--- config.mk ---
export PLATFORM = sky130hd
export DESIGN_NAME = psir_regs
export DESIGN_NICKNAME = d
export VERILOG_FILES = /design/src/hdl/psir_pkg.sv /design/src/hdl/psir_err_count.sv /design/src/hdl/psir_evt_flags.sv /design/src/hdl/psir_regs.sv
export SDC_FILE = /design/constraint.sdc
export NUM_CORES = 1
export LEC_CHECK = 0
export ABC_AREA = 1
export BUFFER_PORTS_ARGS = -buffer_cell sky130_fd_sc_hd__buf_2
export CORE_ASPECT_RATIO = 1.2
export CORE_UTILIZATION = 50
export DETAILED_ROUTE_END_ITERATION = 16
export PLACE_DENSITY = 0.72
export SYNTH_ARGS = -nofsm -noshare
export SYNTH_HDL_FRONTEND = slang
export SYNTH_SLANG_ARGS = --single-unit
--- constraint.sdc ---
create_clock -name clk_in -period 1.9 [get_ports clk_in]
set_clock_uncertainty 0.15 [all_clocks]
set_input_delay 0.285 -clock clk_in [delete_from_list [all_inputs] [get_ports clk_in]]
set_output_delay 0.285 -clock clk_in [all_outputs]
set_load 0.01 [all_outputs]
--- src/hdl/psir_pkg.sv ---
// Shared constants and types for the PHY status and interrupt register bank.
package psir_pkg;

  // ==========================================================================
  // Register addresses on the management interface
  // ==========================================================================
  localparam logic [4:0] REG_EXT_STATUS   = 5'h0f;
  localparam logic [4:0] REG_LOOP_LED     = 5'h11;
  localparam logic [4:0] REG_CABLE_DIAG   = 5'h12;
  localparam logic [4:0] REG_LINK_STATUS  = 5'h13;
  localparam logic [4:0] REG_RX_ERR_COUNT = 5'h15;
  localparam logic [4:0] REG_INT_CTRL     = 5'h1b;
  localparam logic [4:0] REG_PHY_CTRL     = 5'h1f;

  // ==========================================================================
  // Field values, positions and reset values
  // ==========================================================================
  localparam logic [15:0] EXT_STATUS_VALUE = 16'h3000;
  localparam logic [15:0] LOOP_LED_RESET   = 16'h02f0;
  localparam logic [15:0] LOOP_LED_WMASK   = 16'hfffe;
  localparam int          LOOP_REMOTE_BIT  = 8;
  localparam int          LOOP_LED_BIT     = 3;
  localparam int          LINK_1000_BIT    = 2;
  localparam int          LINK_100_BIT     = 1;
  localparam int          NUM_EVENTS       = 8;
  localparam int          INT_EN_LSB       = 8;
  localparam int          INT_LEVEL_BIT    = 14;
  localparam int          ERR_COUNT_WIDTH  = 16;
  localparam logic        IRQ_PIN_RESET    = 1'b1;

  // Event indices inside the flag and enable bytes.
  localparam int EVT_LINK_UP      = 0;
  localparam int EVT_REMOTE_FAULT = 1;
  localparam int EVT_LINK_DOWN    = 2;
  localparam int EVT_LP_ACK       = 3;
  localparam int EVT_PAR_FAULT    = 4;
  localparam int EVT_PAGE_RX      = 5;
  localparam int EVT_RX_ERROR     = 6;
  localparam int EVT_JABBER       = 7;

  // ==========================================================================
  // Serial management frame
  // ==========================================================================
  localparam logic [5:0] PREAMBLE_BITS = 6'h20;
  localparam logic [1:0] OP_READ       = 2'h2;
  localparam logic [1:0] OP_WRITE      = 2'h1;
  localparam logic [5:0] FIELD_LAST    = 6'h04;
  localparam logic [5:0] DATA_LAST     = 6'h0f;

  typedef enum logic [2:0] {
    PSIR_IDLE  = 3'b000,
    PSIR_START = 3'b001,
    PSIR_OPC   = 3'b010,
    PSIR_PHYA  = 3'b011,
    PSIR_REGA  = 3'b100,
    PSIR_TURN  = 3'b101,
    PSIR_DATA  = 3'b110
  } psir_mdio_state_t;

endpackage : psir_pkg

--- src/hdl/psir_err_count.sv ---
// Saturating receive symbol error counter that clears when it is read.
`timescale 1ns/1ps
`default_nettype none

module psir_err_count #(
  parameter int WIDTH = 16
) (
  input  wire logic             clk_in,
  input  wire logic             rst_n_in,
  input  wire logic             inc_in,
  input  wire logic             clr_in,
  output logic      [WIDTH-1:0] count_out
);

  typedef struct packed {
    logic [WIDTH-1:0] count;
  } psir_cnt_state_t;

  psir_cnt_state_t st_ff;
  psir_cnt_state_t nxt_st;

  // ==========================================================================
  // Counter
  // ==========================================================================
  // A read clears the count, but an error in the same cycle counts as one.
  always_comb begin
    nxt_st = st_ff;
    if (clr_in) begin
      nxt_st.count = inc_in ? {{(WIDTH-1){1'b0}}, 1'b1} : '0;
    end else if (inc_in && (st_ff.count != '1)) begin
      nxt_st.count = st_ff.count + 1'b1;
    end
  end

  always_ff @(posedge clk_in or negedge rst_n_in) begin
    if (!rst_n_in) begin
      st_ff <= '0;
    end else begin
      st_ff <= nxt_st;
    end
  end

  assign count_out = st_ff.count;
endmodule : psir_err_count
`default_nettype wire

--- src/hdl/psir_evt_flags.sv ---
// Sticky event flags that are cleared when their register is read.
`timescale 1ns/1ps
`default_nettype none

module psir_evt_flags #(
  parameter int NUM = 8
) (
  input  wire logic           clk_in,
  input  wire logic           rst_n_in,
  input  wire logic [NUM-1:0] set_in,
  input  wire logic [NUM-1:0] clr_in,
  output logic      [NUM-1:0] flags_out
);

  typedef struct packed {
    logic [NUM-1:0] flags;
  } psir_flag_state_t;

  psir_flag_state_t st_ff;
  psir_flag_state_t nxt_st;

  // ==========================================================================
  // Flags
  // ==========================================================================
  // Set wins over clear so an event during the clearing read is kept.
  always_comb begin
    nxt_st       = st_ff;
    nxt_st.flags = (st_ff.flags & ~clr_in) | set_in;
  end

  always_ff @(posedge clk_in or negedge rst_n_in) begin
    if (!rst_n_in) begin
      st_ff <= '0;
    end else begin
      st_ff <= nxt_st;
    end
  end

  assign flags_out = st_ff.flags;

  // Each flag is checked on its own so a crossed bit shows up.
  for (genvar i = 0; i < NUM; i++) begin : g_chk

  end
endmodule : psir_evt_flags
`default_nettype wire

--- src/hdl/psir_regs.sv ---
// Management register bank with serial management slave, status and event flags.
// What this block does
// - Extended status bits 15 and 14 read as zero, read-only.
// - Extended status bits 13 and 12 read as one, read-only.
// - Loopback register bit 8 enables remote loopback; resets to zero.
// - Loopback register bit 3 enables LED test mode; resets to zero.
// - Loopback reserved fields reset to 0000001, 11, 11; bit 0 reads zero.
// - Link status bit 2 shows gigabit link good, read-only.
// - Link status bit 1 shows 100 Mbit link good, read-only.
// - Sixteen-bit symbol error frame counter, read-only, cleared by read.
// - Interrupt control bit 15 enables the jabber interrupt.
// - Interrupt control bit 14 enables the receive error interrupt.
// - Interrupt control bit 13 enables the page received interrupt.
// - Interrupt control bit 12 enables the parallel detect fault interrupt.
// - Interrupt control bit 11 enables the partner acknowledge interrupt.
// - Interrupt control bit 10 enables the link down interrupt.
// - Interrupt control bit 9 enables the remote fault interrupt.
// - Interrupt control bit 8 enables the link up interrupt.
// - Status bit 7 latches jabber, cleared by reading the register.
// - Status bit 6 latches receive error, cleared by reading.
// - Status bit 5 latches page received, cleared by reading.
// - Status bit 4 latches parallel detect fault, cleared by reading.
// - Status bits 3 to 0 latch acknowledge, down, fault, up; read clears.
// - A control bit sets interrupt pin polarity: one high, zero low.
`timescale 1ns/1ps
`default_nettype none

module psir_regs #(
  parameter logic [4:0] PHY_ADDR = 5'h01
) (
  input  wire logic                             clk_in,
  input  wire logic                             rst_n_in,
  input  wire logic                             mdc_in,
  input  wire logic                             mdio_in,
  output logic                                  mdio_out,
  output logic                                  mdio_oe_out,
  input  wire logic [psir_pkg::NUM_EVENTS-1:0]  event_in,
  input  wire logic                             rx_symbol_error_in,
  input  wire logic                             link_1000_ok_in,
  input  wire logic                             link_100_ok_in,
  output logic                                  remote_loopback_out,
  output logic                                  led_test_out,
  output logic                                  irq_pin_out
);

  // ==========================================================================
  // State
  // ==========================================================================
  typedef struct packed {
    logic                                mdc_prev;
    psir_pkg::psir_mdio_state_t          fsm;
    logic [5:0]                          cnt;
    logic [1:0]                          op;
    logic [4:0]                          phy;
    logic [4:0]                          reg_a;
    logic [15:0]                         shift;
    logic                                rd_ok;
    logic                                mdio_drv;
    logic                                mdio_oe;
    logic [15:0]                         loop_led;
    logic [psir_pkg::NUM_EVENTS-1:0]     int_en;
    logic                                int_level;
    logic                                irq_pin;
  } psir_state_t;

  localparam psir_state_t STATE_RESET = '{
    mdc_prev:  1'b0,
    fsm:       psir_pkg::PSIR_IDLE,
    cnt:       6'h00,
    op:        2'h0,
    phy:       5'h00,
    reg_a:     5'h00,
    shift:     16'h0000,
    rd_ok:     1'b0,
    mdio_drv:  1'b0,
    mdio_oe:   1'b0,
    loop_led:  psir_pkg::LOOP_LED_RESET,
    int_en:    8'h00,
    int_level: 1'b0,
    irq_pin:   psir_pkg::IRQ_PIN_RESET
  };

  psir_state_t                           st_ff;
  psir_state_t                           nxt_st;
  logic        [psir_pkg::NUM_EVENTS-1:0] flags_q;
  logic        [psir_pkg::NUM_EVENTS-1:0] flags_clr;
  logic        [15:0]                     err_count_q;
  logic                                   count_clr;
  logic                                   rd_capture;
  logic                                   wr_en;
  logic        [4:0]                      wr_addr;
  logic        [15:0]                     wr_data;
  logic        [15:0]                     rd_value;
  logic                                   irq_active;

  // ==========================================================================
  // Event flags and error counter
  // ==========================================================================
  psir_evt_flags #(
    .NUM (psir_pkg::NUM_EVENTS)
  ) u_flags (
    .clk_in    (clk_in),
    .rst_n_in  (rst_n_in),
    .set_in    (event_in),
    .clr_in    (flags_clr),
    .flags_out (flags_q)
  );

  psir_err_count #(
    .WIDTH (psir_pkg::ERR_COUNT_WIDTH)
  ) u_err_count (
    .clk_in    (clk_in),
    .rst_n_in  (rst_n_in),
    .inc_in    (rx_symbol_error_in),
    .clr_in    (count_clr),
    .count_out (err_count_q)
  );

  // ==========================================================================
  // Read data selection
  // ==========================================================================
  // Unmapped and excluded addresses read as zero so software sees no junk.
  always_comb begin
    rd_value = 16'h0000;
    unique case ({st_ff.reg_a[3:0], mdio_in})
      psir_pkg::REG_EXT_STATUS: begin
        rd_value = psir_pkg::EXT_STATUS_VALUE;
      end
      psir_pkg::REG_LOOP_LED: begin
        rd_value = st_ff.loop_led;
      end
      psir_pkg::REG_LINK_STATUS: begin
        rd_value[psir_pkg::LINK_1000_BIT] = link_1000_ok_in;
        rd_value[psir_pkg::LINK_100_BIT]  = link_100_ok_in;
      end
      psir_pkg::REG_RX_ERR_COUNT: begin
        rd_value = err_count_q;
      end
      psir_pkg::REG_INT_CTRL: begin
        rd_value = {st_ff.int_en, flags_q};
      end
      psir_pkg::REG_PHY_CTRL: begin
        rd_value[psir_pkg::INT_LEVEL_BIT] = st_ff.int_level;
      end
      default: begin
        rd_value = 16'h0000;
      end
    endcase
  end

  // ==========================================================================
  // Management frame engine and register writes
  // ==========================================================================
  // The clock pin is sampled here, so each MDC rising edge becomes one
  // system-clock step; MDC must stay well below a quarter of clk_in.
  always_comb begin
    nxt_st          = st_ff;
    nxt_st.mdc_prev = mdc_in;
    rd_capture      = 1'b0;
    wr_en           = 1'b0;
    wr_addr         = st_ff.reg_a;
    wr_data         = {st_ff.shift[14:0], mdio_in};
    flags_clr       = '0;
    count_clr       = 1'b0;
    if (mdc_in && !st_ff.mdc_prev) begin
      unique case (st_ff.fsm)
        psir_pkg::PSIR_IDLE: begin
          if (mdio_in) begin
            if (st_ff.cnt != psir_pkg::PREAMBLE_BITS) begin
              nxt_st.cnt = st_ff.cnt + 6'h01;
            end
          end else if (st_ff.cnt == psir_pkg::PREAMBLE_BITS) begin
            nxt_st.fsm = psir_pkg::PSIR_START;
            nxt_st.cnt = 6'h00;
          end else begin
            nxt_st.cnt = 6'h00;
          end
        end
        psir_pkg::PSIR_START: begin
          nxt_st.fsm = mdio_in ? psir_pkg::PSIR_OPC : psir_pkg::PSIR_IDLE;
          nxt_st.cnt = 6'h00;
        end
        psir_pkg::PSIR_OPC: begin
          nxt_st.op  = {st_ff.op[0], mdio_in};
          nxt_st.cnt = st_ff.cnt + 6'h01;
          if (st_ff.cnt != 6'h00) begin
            nxt_st.cnt = 6'h00;
            if (({st_ff.op[0], mdio_in} == psir_pkg::OP_READ) ||
                ({st_ff.op[0], mdio_in} == psir_pkg::OP_WRITE)) begin
              nxt_st.fsm = psir_pkg::PSIR_PHYA;
            end else begin
              nxt_st.fsm = psir_pkg::PSIR_IDLE;
            end
          end
        end
        psir_pkg::PSIR_PHYA: begin
          nxt_st.phy = {st_ff.phy[3:0], mdio_in};
          nxt_st.cnt = st_ff.cnt + 6'h01;
          if (st_ff.cnt == psir_pkg::FIELD_LAST) begin
            nxt_st.fsm = psir_pkg::PSIR_REGA;
            nxt_st.cnt = 6'h00;
          end
        end
        psir_pkg::PSIR_REGA: begin
          nxt_st.reg_a = {st_ff.reg_a[3:0], mdio_in};
          nxt_st.cnt   = st_ff.cnt + 6'h01;
          if (st_ff.cnt == psir_pkg::FIELD_LAST) begin
            nxt_st.fsm   = psir_pkg::PSIR_TURN;
            nxt_st.cnt   = 6'h00;
            nxt_st.rd_ok = (st_ff.op == psir_pkg::OP_READ) && (st_ff.phy == PHY_ADDR);
            if (nxt_st.rd_ok) begin
              // Snapshot and clear in one cycle; new events still set flags.
              rd_capture   = 1'b1;
              nxt_st.shift = rd_value;
              if ({st_ff.reg_a[3:0], mdio_in} == psir_pkg::REG_INT_CTRL) begin
                flags_clr = '1;
              end
              if ({st_ff.reg_a[3:0], mdio_in} == psir_pkg::REG_RX_ERR_COUNT) begin
                count_clr = 1'b1;
              end
            end
          end
        end
        psir_pkg::PSIR_TURN: begin
          nxt_st.cnt = st_ff.cnt + 6'h01;
          if (st_ff.cnt == 6'h00) begin
            nxt_st.mdio_oe  = st_ff.rd_ok;
            nxt_st.mdio_drv = 1'b0;
          end else begin
            nxt_st.fsm      = psir_pkg::PSIR_DATA;
            nxt_st.cnt      = 6'h00;
            nxt_st.mdio_drv = st_ff.shift[15];
            if (st_ff.rd_ok) begin
              nxt_st.shift = {st_ff.shift[14:0], 1'b0};
            end
          end
        end
        psir_pkg::PSIR_DATA: begin
          nxt_st.cnt = st_ff.cnt + 6'h01;
          if (st_ff.rd_ok) begin
            nxt_st.mdio_drv = st_ff.shift[15];
            nxt_st.shift    = {st_ff.shift[14:0], 1'b0};
          end else begin
            nxt_st.shift = wr_data;
          end
          if (st_ff.cnt == psir_pkg::DATA_LAST) begin
            nxt_st.fsm      = psir_pkg::PSIR_IDLE;
            nxt_st.cnt      = 6'h00;
            nxt_st.mdio_oe  = 1'b0;
            nxt_st.mdio_drv = 1'b0;
            wr_en           = (st_ff.op == psir_pkg::OP_WRITE) && (st_ff.phy == PHY_ADDR);
          end
        end
        default: begin
          nxt_st.fsm = psir_pkg::PSIR_IDLE;
          nxt_st.cnt = 6'h00;
        end
      endcase
    end
    // Only writable fields take write data; read-only ones keep their value.
    if (wr_en) begin
      unique case (wr_addr)
        psir_pkg::REG_LOOP_LED: begin
          nxt_st.loop_led = wr_data & psir_pkg::LOOP_LED_WMASK;
        end
        psir_pkg::REG_INT_CTRL: begin
          nxt_st.int_en = wr_data[15:psir_pkg::INT_EN_LSB];
        end
        psir_pkg::REG_PHY_CTRL: begin
          nxt_st.int_level = wr_data[psir_pkg::INT_LEVEL_BIT];
        end
        default: begin
          nxt_st.int_level = st_ff.int_level;
        end
      endcase
    end
    // Pin is registered so the output has no glitch from the flag logic.
    irq_active     = |(flags_q & st_ff.int_en);
    nxt_st.irq_pin = st_ff.int_level ? irq_active : !irq_active;
  end

  always_ff @(posedge clk_in or negedge rst_n_in) begin
    if (!rst_n_in) begin
      st_ff <= STATE_RESET;
    end else begin
      st_ff <= nxt_st;
    end
  end

  // ==========================================================================
  // Outputs
  // ==========================================================================
  assign mdio_out            = st_ff.mdio_drv;
  assign mdio_oe_out         = st_ff.mdio_oe;
  assign remote_loopback_out = st_ff.loop_led[psir_pkg::LOOP_REMOTE_BIT];
  assign led_test_out        = st_ff.loop_led[psir_pkg::LOOP_LED_BIT];
  assign irq_pin_out         = st_ff.irq_pin;
endmodule : psir_regs
`default_nettype wire

Word-level counts from Yosys, hierarchy flattened
Index checks and enable logic that the tools add are counted.
{ "totals": {"rom_bits": 0, "latchBits": 0, "regBits": 90, "ram_bits": 0, "in_bits": 15, "memories": 0} }
{ "op_classes": {"bitwise_logic": 4, "div": 0, "n_reduce_logical": 26, "n_lt_le_gt_ge": 0, "eq_ne": 37, "mux": 45, "multipliers": 0, "addsub": 2, "shift": 0} }
{ "ops": {"columns": ["cell", "count"], "rows": [
  ["$mux W16", 5],
  ["$pmux W9 S7", 1],
  ["$pmux W16 S3", 1],
  ["$mux W9", 5],
  ["$pmux W11 S4", 1],
  ["$eq A5 B5 Y1 const B", 8],
  ["$mux W8", 5],
  ["$ne A2 B2 Y1 const B", 10],
  ["$mux W17", 1],
  ["$add A16 B1 Y16 const B", 1],
  ["$and A8 B8 Y8", 2],
  ["$ne A16 B16 Y1 const B", 1],
  ["$mux W1", 14],
  ["$reduce_and A2 Y1", 7],
  ["$mux W6", 2],
  ["$eq A3 B3 Y1 const B", 3],
  ["$not A8 Y8", 1],
  ["$or A8 B8 Y8", 1],
  ["$pmux W2 S4", 1],
  ["$reduce_and A8 Y1", 1],
  ["$reduce_or A8 Y1", 1],
  ["$add A6 B1 Y6 const B", 1],
  ["$eq A3 B2 Y1 const B", 2],
  ["$eq A6 B3 Y1 const B", 1],
  ["26 further kinds", 38]
]} }

Logic depth before layout (Yosys ltp)
{ "logic_depth": {"word_depth": 9, "ltp_mapped": 12, "ltp_nobuf": 11} }

Modules after synthesis
Synthesis repeated with hierarchy kept, for this count alone.
{ "hier_totals": {"hier_cells": 781, "area_unflattened_um2": 5402.7} }
{ "by_module_without_submodules": {"columns": ["mod", "seq_area_each_um2", "instances", "area_each_um2", "cells_per_inst"], "rows": [
  ["psir_regs", 1659.1, 1, 4061.4, 592],
  ["psir_err_count", 400.4, 1, 1021.0, 149],
  ["psir_evt_flags", 200.2, 1, 320.3, 40]
]} }

Worst setup path after synthesis
OpenSTA, ideal clock, no wires.
{ "synth_timing": {"path_type": "reg-to-reg", "startpoint": "register st_ff[57] (netlist bit)", "endpoint": "register u_err_count.st_ff (netlist bit u_err_count.count_out[1])", "path_buffers": 1, "arrival_time_ns": 1.655, "stages_incl_launch_ff": 11, "required_ns": 1.633, "period_less_slack_ns": 1.922, "slack_ns": -0.022, "path_cell_list": "dfrtp_1 inv_1 ha_1 inv_1 nor2_1 nand3_1 nor2_2 nand3_1 buf_2 o21ai_1 nor2_1"} }
{ "synth_via": {"elab_chain_len": 5, "word_cells_on_any_way": 6, "cone_classes": "1 x eq/ne; 4 x mux; 1 x reduce/logical"} }
{ "synth_rtl": {"columns": ["item", "line", "source"], "rows": [
  ["from (decl)", "psir_regs.sv:83", "psir_state_t st_ff;"],
  ["from (signal assigned)", "psir_regs.sv:286", "st_ff <= nxt_st;"],
  ["$eq A6 B3 Y1 *", "psir_regs.sv:207", "if (st_ff.cnt == psir_pkg::FIELD_LAST) begin"],
  ["$mux W1 *", "psir_regs.sv:207", null],
  ["$mux W1 *", "psir_regs.sv:166", "unique case (st_ff.fsm)"],
  ["$mux W1 *", "psir_regs.sv:165", "if (mdc_in && !st_ff.mdc_prev) begin"],
  ["$mux W16 or $reduce_bool A2 Y1 (tied branches)", null, null],
  ["to (signal assigned)", "psir_err_count.sv:39", "st_ff <= nxt_st;"],
  ["to (decl)", "psir_err_count.sv:19", "psir_cnt_state_t st_ff;"]
]} }
Every way passes the cells marked *; elsewhere a longest branch is shown, timed or not.
A chain may end at the register's enable or synchronous reset.

Final worst setup path
{ "layout_timing": {"startpoint": "register st_ff[58] (netlist bit)", "endpoint": "register u_err_count.st_ff (netlist bit u_err_count.count_out[0])"} }
The elaborated chain is that of the path after synthesis.

==> results.sh <==
export IMPL_start_util_pct=51.93
export IMPL_endpoint_kind="flop"
export IMPL_grt_pass1_vias=5019
export IMPL_startpoint_type="flop"
export IMPL_clk_path_buf_depth=2
export IMPL_wire_per_inst_um=15.76
export IMPL_status="finished, final reports clean"
export IMPL_layout_min_cycle_time_ns=1.888
export IMPL_synth_area_mm2=0.005276
export IMPL_routabilityCongestion=0.9127
export IMPL_dp_cells=940
export IMPL_cts_htree_levels=3
export IMPL_area_delta_synth_final_pct=26.91
export IMPL_clock_sinks=90
export IMPL_placeableCoreArea_mm2=0.01016
export IMPL_post_route_period_util_pct=99.36
export IMPL_rows=40
export IMPL_multi_input_area_mm2=0.002846
export IMPL_clk_pin_slew_ns=0.07
export IMPL_num_vias=5458
export IMPL_ir_drop_mv=0.8446
export IMPL_overflow=0
export IMPL_path_class="flop to flop"
export IMPL_cpPeakStageDelay_ns=0.39
export IMPL_final_common_cell="nand2_1"
export IMPL_wl_um=15410
export IMPL_rsz0062_at_grt="true"
export IMPL_yosys_register_bits=90
export IMPL_dp_hpwl_um=10710
export IMPL_power_mw=6.937
export IMPL_dp_slack_ns=-0.1050
export IMPL_final_util_pct=65.91
export IMPL_drc=0
export IMPL_grt_usage_pct=28.56
export IMPL_vias_per_cell=5.581
export IMPL_grt_max_degree=34
export IMPL_critPathMaxFanout=11
export IMPL_cp_required_ns=2.04
export IMPL_final_cells=978
export IMPL_antenna_found_initial=0
export IMPL_die_area_mm2=0.01097
export IMPL_drive_gt1_share_pct=20.42
export IMPL_cts_root_buf="clkbuf_16"
export IMPL_cpMaxStageDelayCell="dfrtp_1"
export IMPL_synth_ff_type="dfrtp_1"
export IMPL_n_antenna_cell=0
export IMPL_fillerInstances=874
export IMPL_cellPowerDensity_mw_per_mm2=1036
export IMPL_setup_slack_ns=0.01209
export IMPL_synth_cell_types=32
export IMPL_postSynthAreaPerCell_um2=6.888
export IMPL_drtPass1Iterations=5
export IMPL_antenna_left=0
export IMPL_syn_nets=784
export IMPL_io_buffer_count=19
export IMPL_fp_dieW_um=95.78
export IMPL_hold_worst_slack_ns=0.01355
export IMPL_ios=20
export IMPL_final_setup_tns_ns=0
export IMPL_grt_pass1_wl_um=23760
export IMPL_chipHeight_um=114.5
export IMPL_arrival_ns=2.03
export IMPL_p_leak_nw=3.333
export IMPL_ys_seq_area_share_pct=42.83
export IMPL_clkLatencyLatePin_ns=0.35
export IMPL_netlist_instances=766
export IMPL_tritoncts="done"
export IMPL_relSlewSlack_pct=71.40
export IMPL_synth_edf_count=0
export IMPL_finalNetCount=865
export IMPL_fmax_mhz=529.7
export IMPL_async_flop_share_pct=100.0
export IMPL_setup_viol=0
export IMPL_drv_cap=0
export IMPL_hold_path_class="input pin to flop"
export IMPL_regArea_mm2=0.002260
export IMPL_dpl_instance_area_mm2=0.005842
export IMPL_ys_warn_count=0
export IMPL_stdcell_area_mm2=0.006696
export IMPL_cpLargestDelayFamily="simple AND/OR/NAND/NOR gates"
export IMPL_slew_viol_final=0
export IMPL_layout_common_cells="nand2_1 (203), nor2_1 (127), dfrtp_1 (84)"
export IMPL_worst_slew_pin_slew_ns=0.4290
export IMPL_crit_chain="inv_2, ha_4, inv_2, nor2_4, nand3_4, nor2_4, nand3_4, buf_6, nand2_2, nand3_1, nand2_1"
export IMPL_drt_iter0_markers=396
export IMPL_worstPathBufferInverterCount=3
export IMPL_hold_viol=0
export IMPL_numCtsBuffers=9
-- final timing paths --
kind / startpoint / to / slack (ns) / cells after the start
hold reg to reg: st_ff[17] / st_ff[17] / 0.32 / 2
min in group asynchronous: rst_n_in / st_ff[66] / 0.26 / 2
setup reg to reg: st_ff[58] / u_err_count.count_out[0] / 0.01 / 11
max in group asynchronous: rst_n_in / irq_pin_out / 0.73 / 3
setup / recovery: st_ff[58] / u_err_count.count_out[0] / 0.01 / 11
hold / removal: event_in[5] / u_flags.flags_out[5] / 0.01 / 2
-- cells by family after synthesis --
group                    after synthesis  share of synthesized area (%)
XOR/XNOR                               3                         0.4981
flip-flops                            90                          42.83
buffers and inverters                110                          8.489
AO/OA/AOI/OAI                         75                          8.205
adder cells (fa/ha/maj)                3                         0.7115
AND/OR/NAND/NOR                      485                          39.27
-- report_power, final --
| part | internal, mW | leakage [nW] | switching [mW] | total (mW) |
|---|---|---|---|---|
| Combinational | 0.880 | 2.07 | 1.43 | 2.31 |
| Clock | 1.16 | 0.156 | 0.805 | 1.97 |
| Sequential | 2.29 | 1.11 | 0.364 | 2.66 |
-- state kept, by name, summed over array words and instances (netlist names) --
| name | cells |
|---|---|
| st_ff | 56 |
| u_err_count.count_out | 16 |
| u_flags.flags_out | 8 |
| wr_addr | 5 |
| irq_pin_out | 1 |
| led_test_out | 1 |
| mdio_oe_out | 1 |
| mdio_out | 1 |
| remote_loopback_out | 1 |
-- cells in the mapped netlist, types with 2 or more instances --
cell type  number  area [um^2]
ha_1            3        37.54
o211ai_1        2        15.01
dfstp_2         6        157.7
nand2_2         5        31.28
clkbuf_1        4        15.01
inv_1          81        304.0
nor3_1         16        80.08
nand3_1        72        360.4
xor2_1          3        26.28
inv_2           8        30.03
nor2_4          2        22.52
o21ai_0        25        125.1
nand2_1       215        807.0
nor2_1        138        518.0
buf_2          14        70.07
buf_6           2        22.52
nand3_2         3        30.03
o21ai_1        25        125.1
dfrtp_1        84         2102
nand4_1        22        137.6
o21bai_1       12        90.09
nor2_2          9        56.30
a21oi_1         6        30.03
-- worst register-to-register path, cell delays in order (launching register included) --
cell	delay (ns)
dfrtp_1	0.39
inv_2	0.08
ha_4	0.14
inv_2	0.04
nor2_4	0.15
nand3_4	0.13
nor2_4	0.23
nand3_4	0.12
buf_6	0.17
nand2_2	0.06
nand3_1	0.08
nand2_1	0.08
-- final cells by class --
cell class                 instances  area share (%)
sequential                        90           33.74
inverter                          90           5.344
clock inverter                     7           1.532
timing repair inverter             1         0.09342
tap                              126           2.354
clock buffer                       9           3.363
timing repair buffer              88           11.06
multi-input combinational        567           42.51
-- timing repair --
item / in CTS / in global routing
setup buffers: 0 / 11
endpoints found under the setup margin: 65 / 73
gates resized for setup: 15 / 67
hold buffers: 9 / 0
cloned: 0 / 3
endpoints found under the hold margin: 33 / 0
pin swaps: 4 / 24
-- layer usage --
layer	GRT usage [%]	share of wire [%]	wire [um]
met5	0	0	0
met1	36.02	40	6158
met4	12.14	4.2	641
met2	48.81	50	7742
met3	3.652	5.6	868
Note: power is estimated with default switching activity, not from simulation.
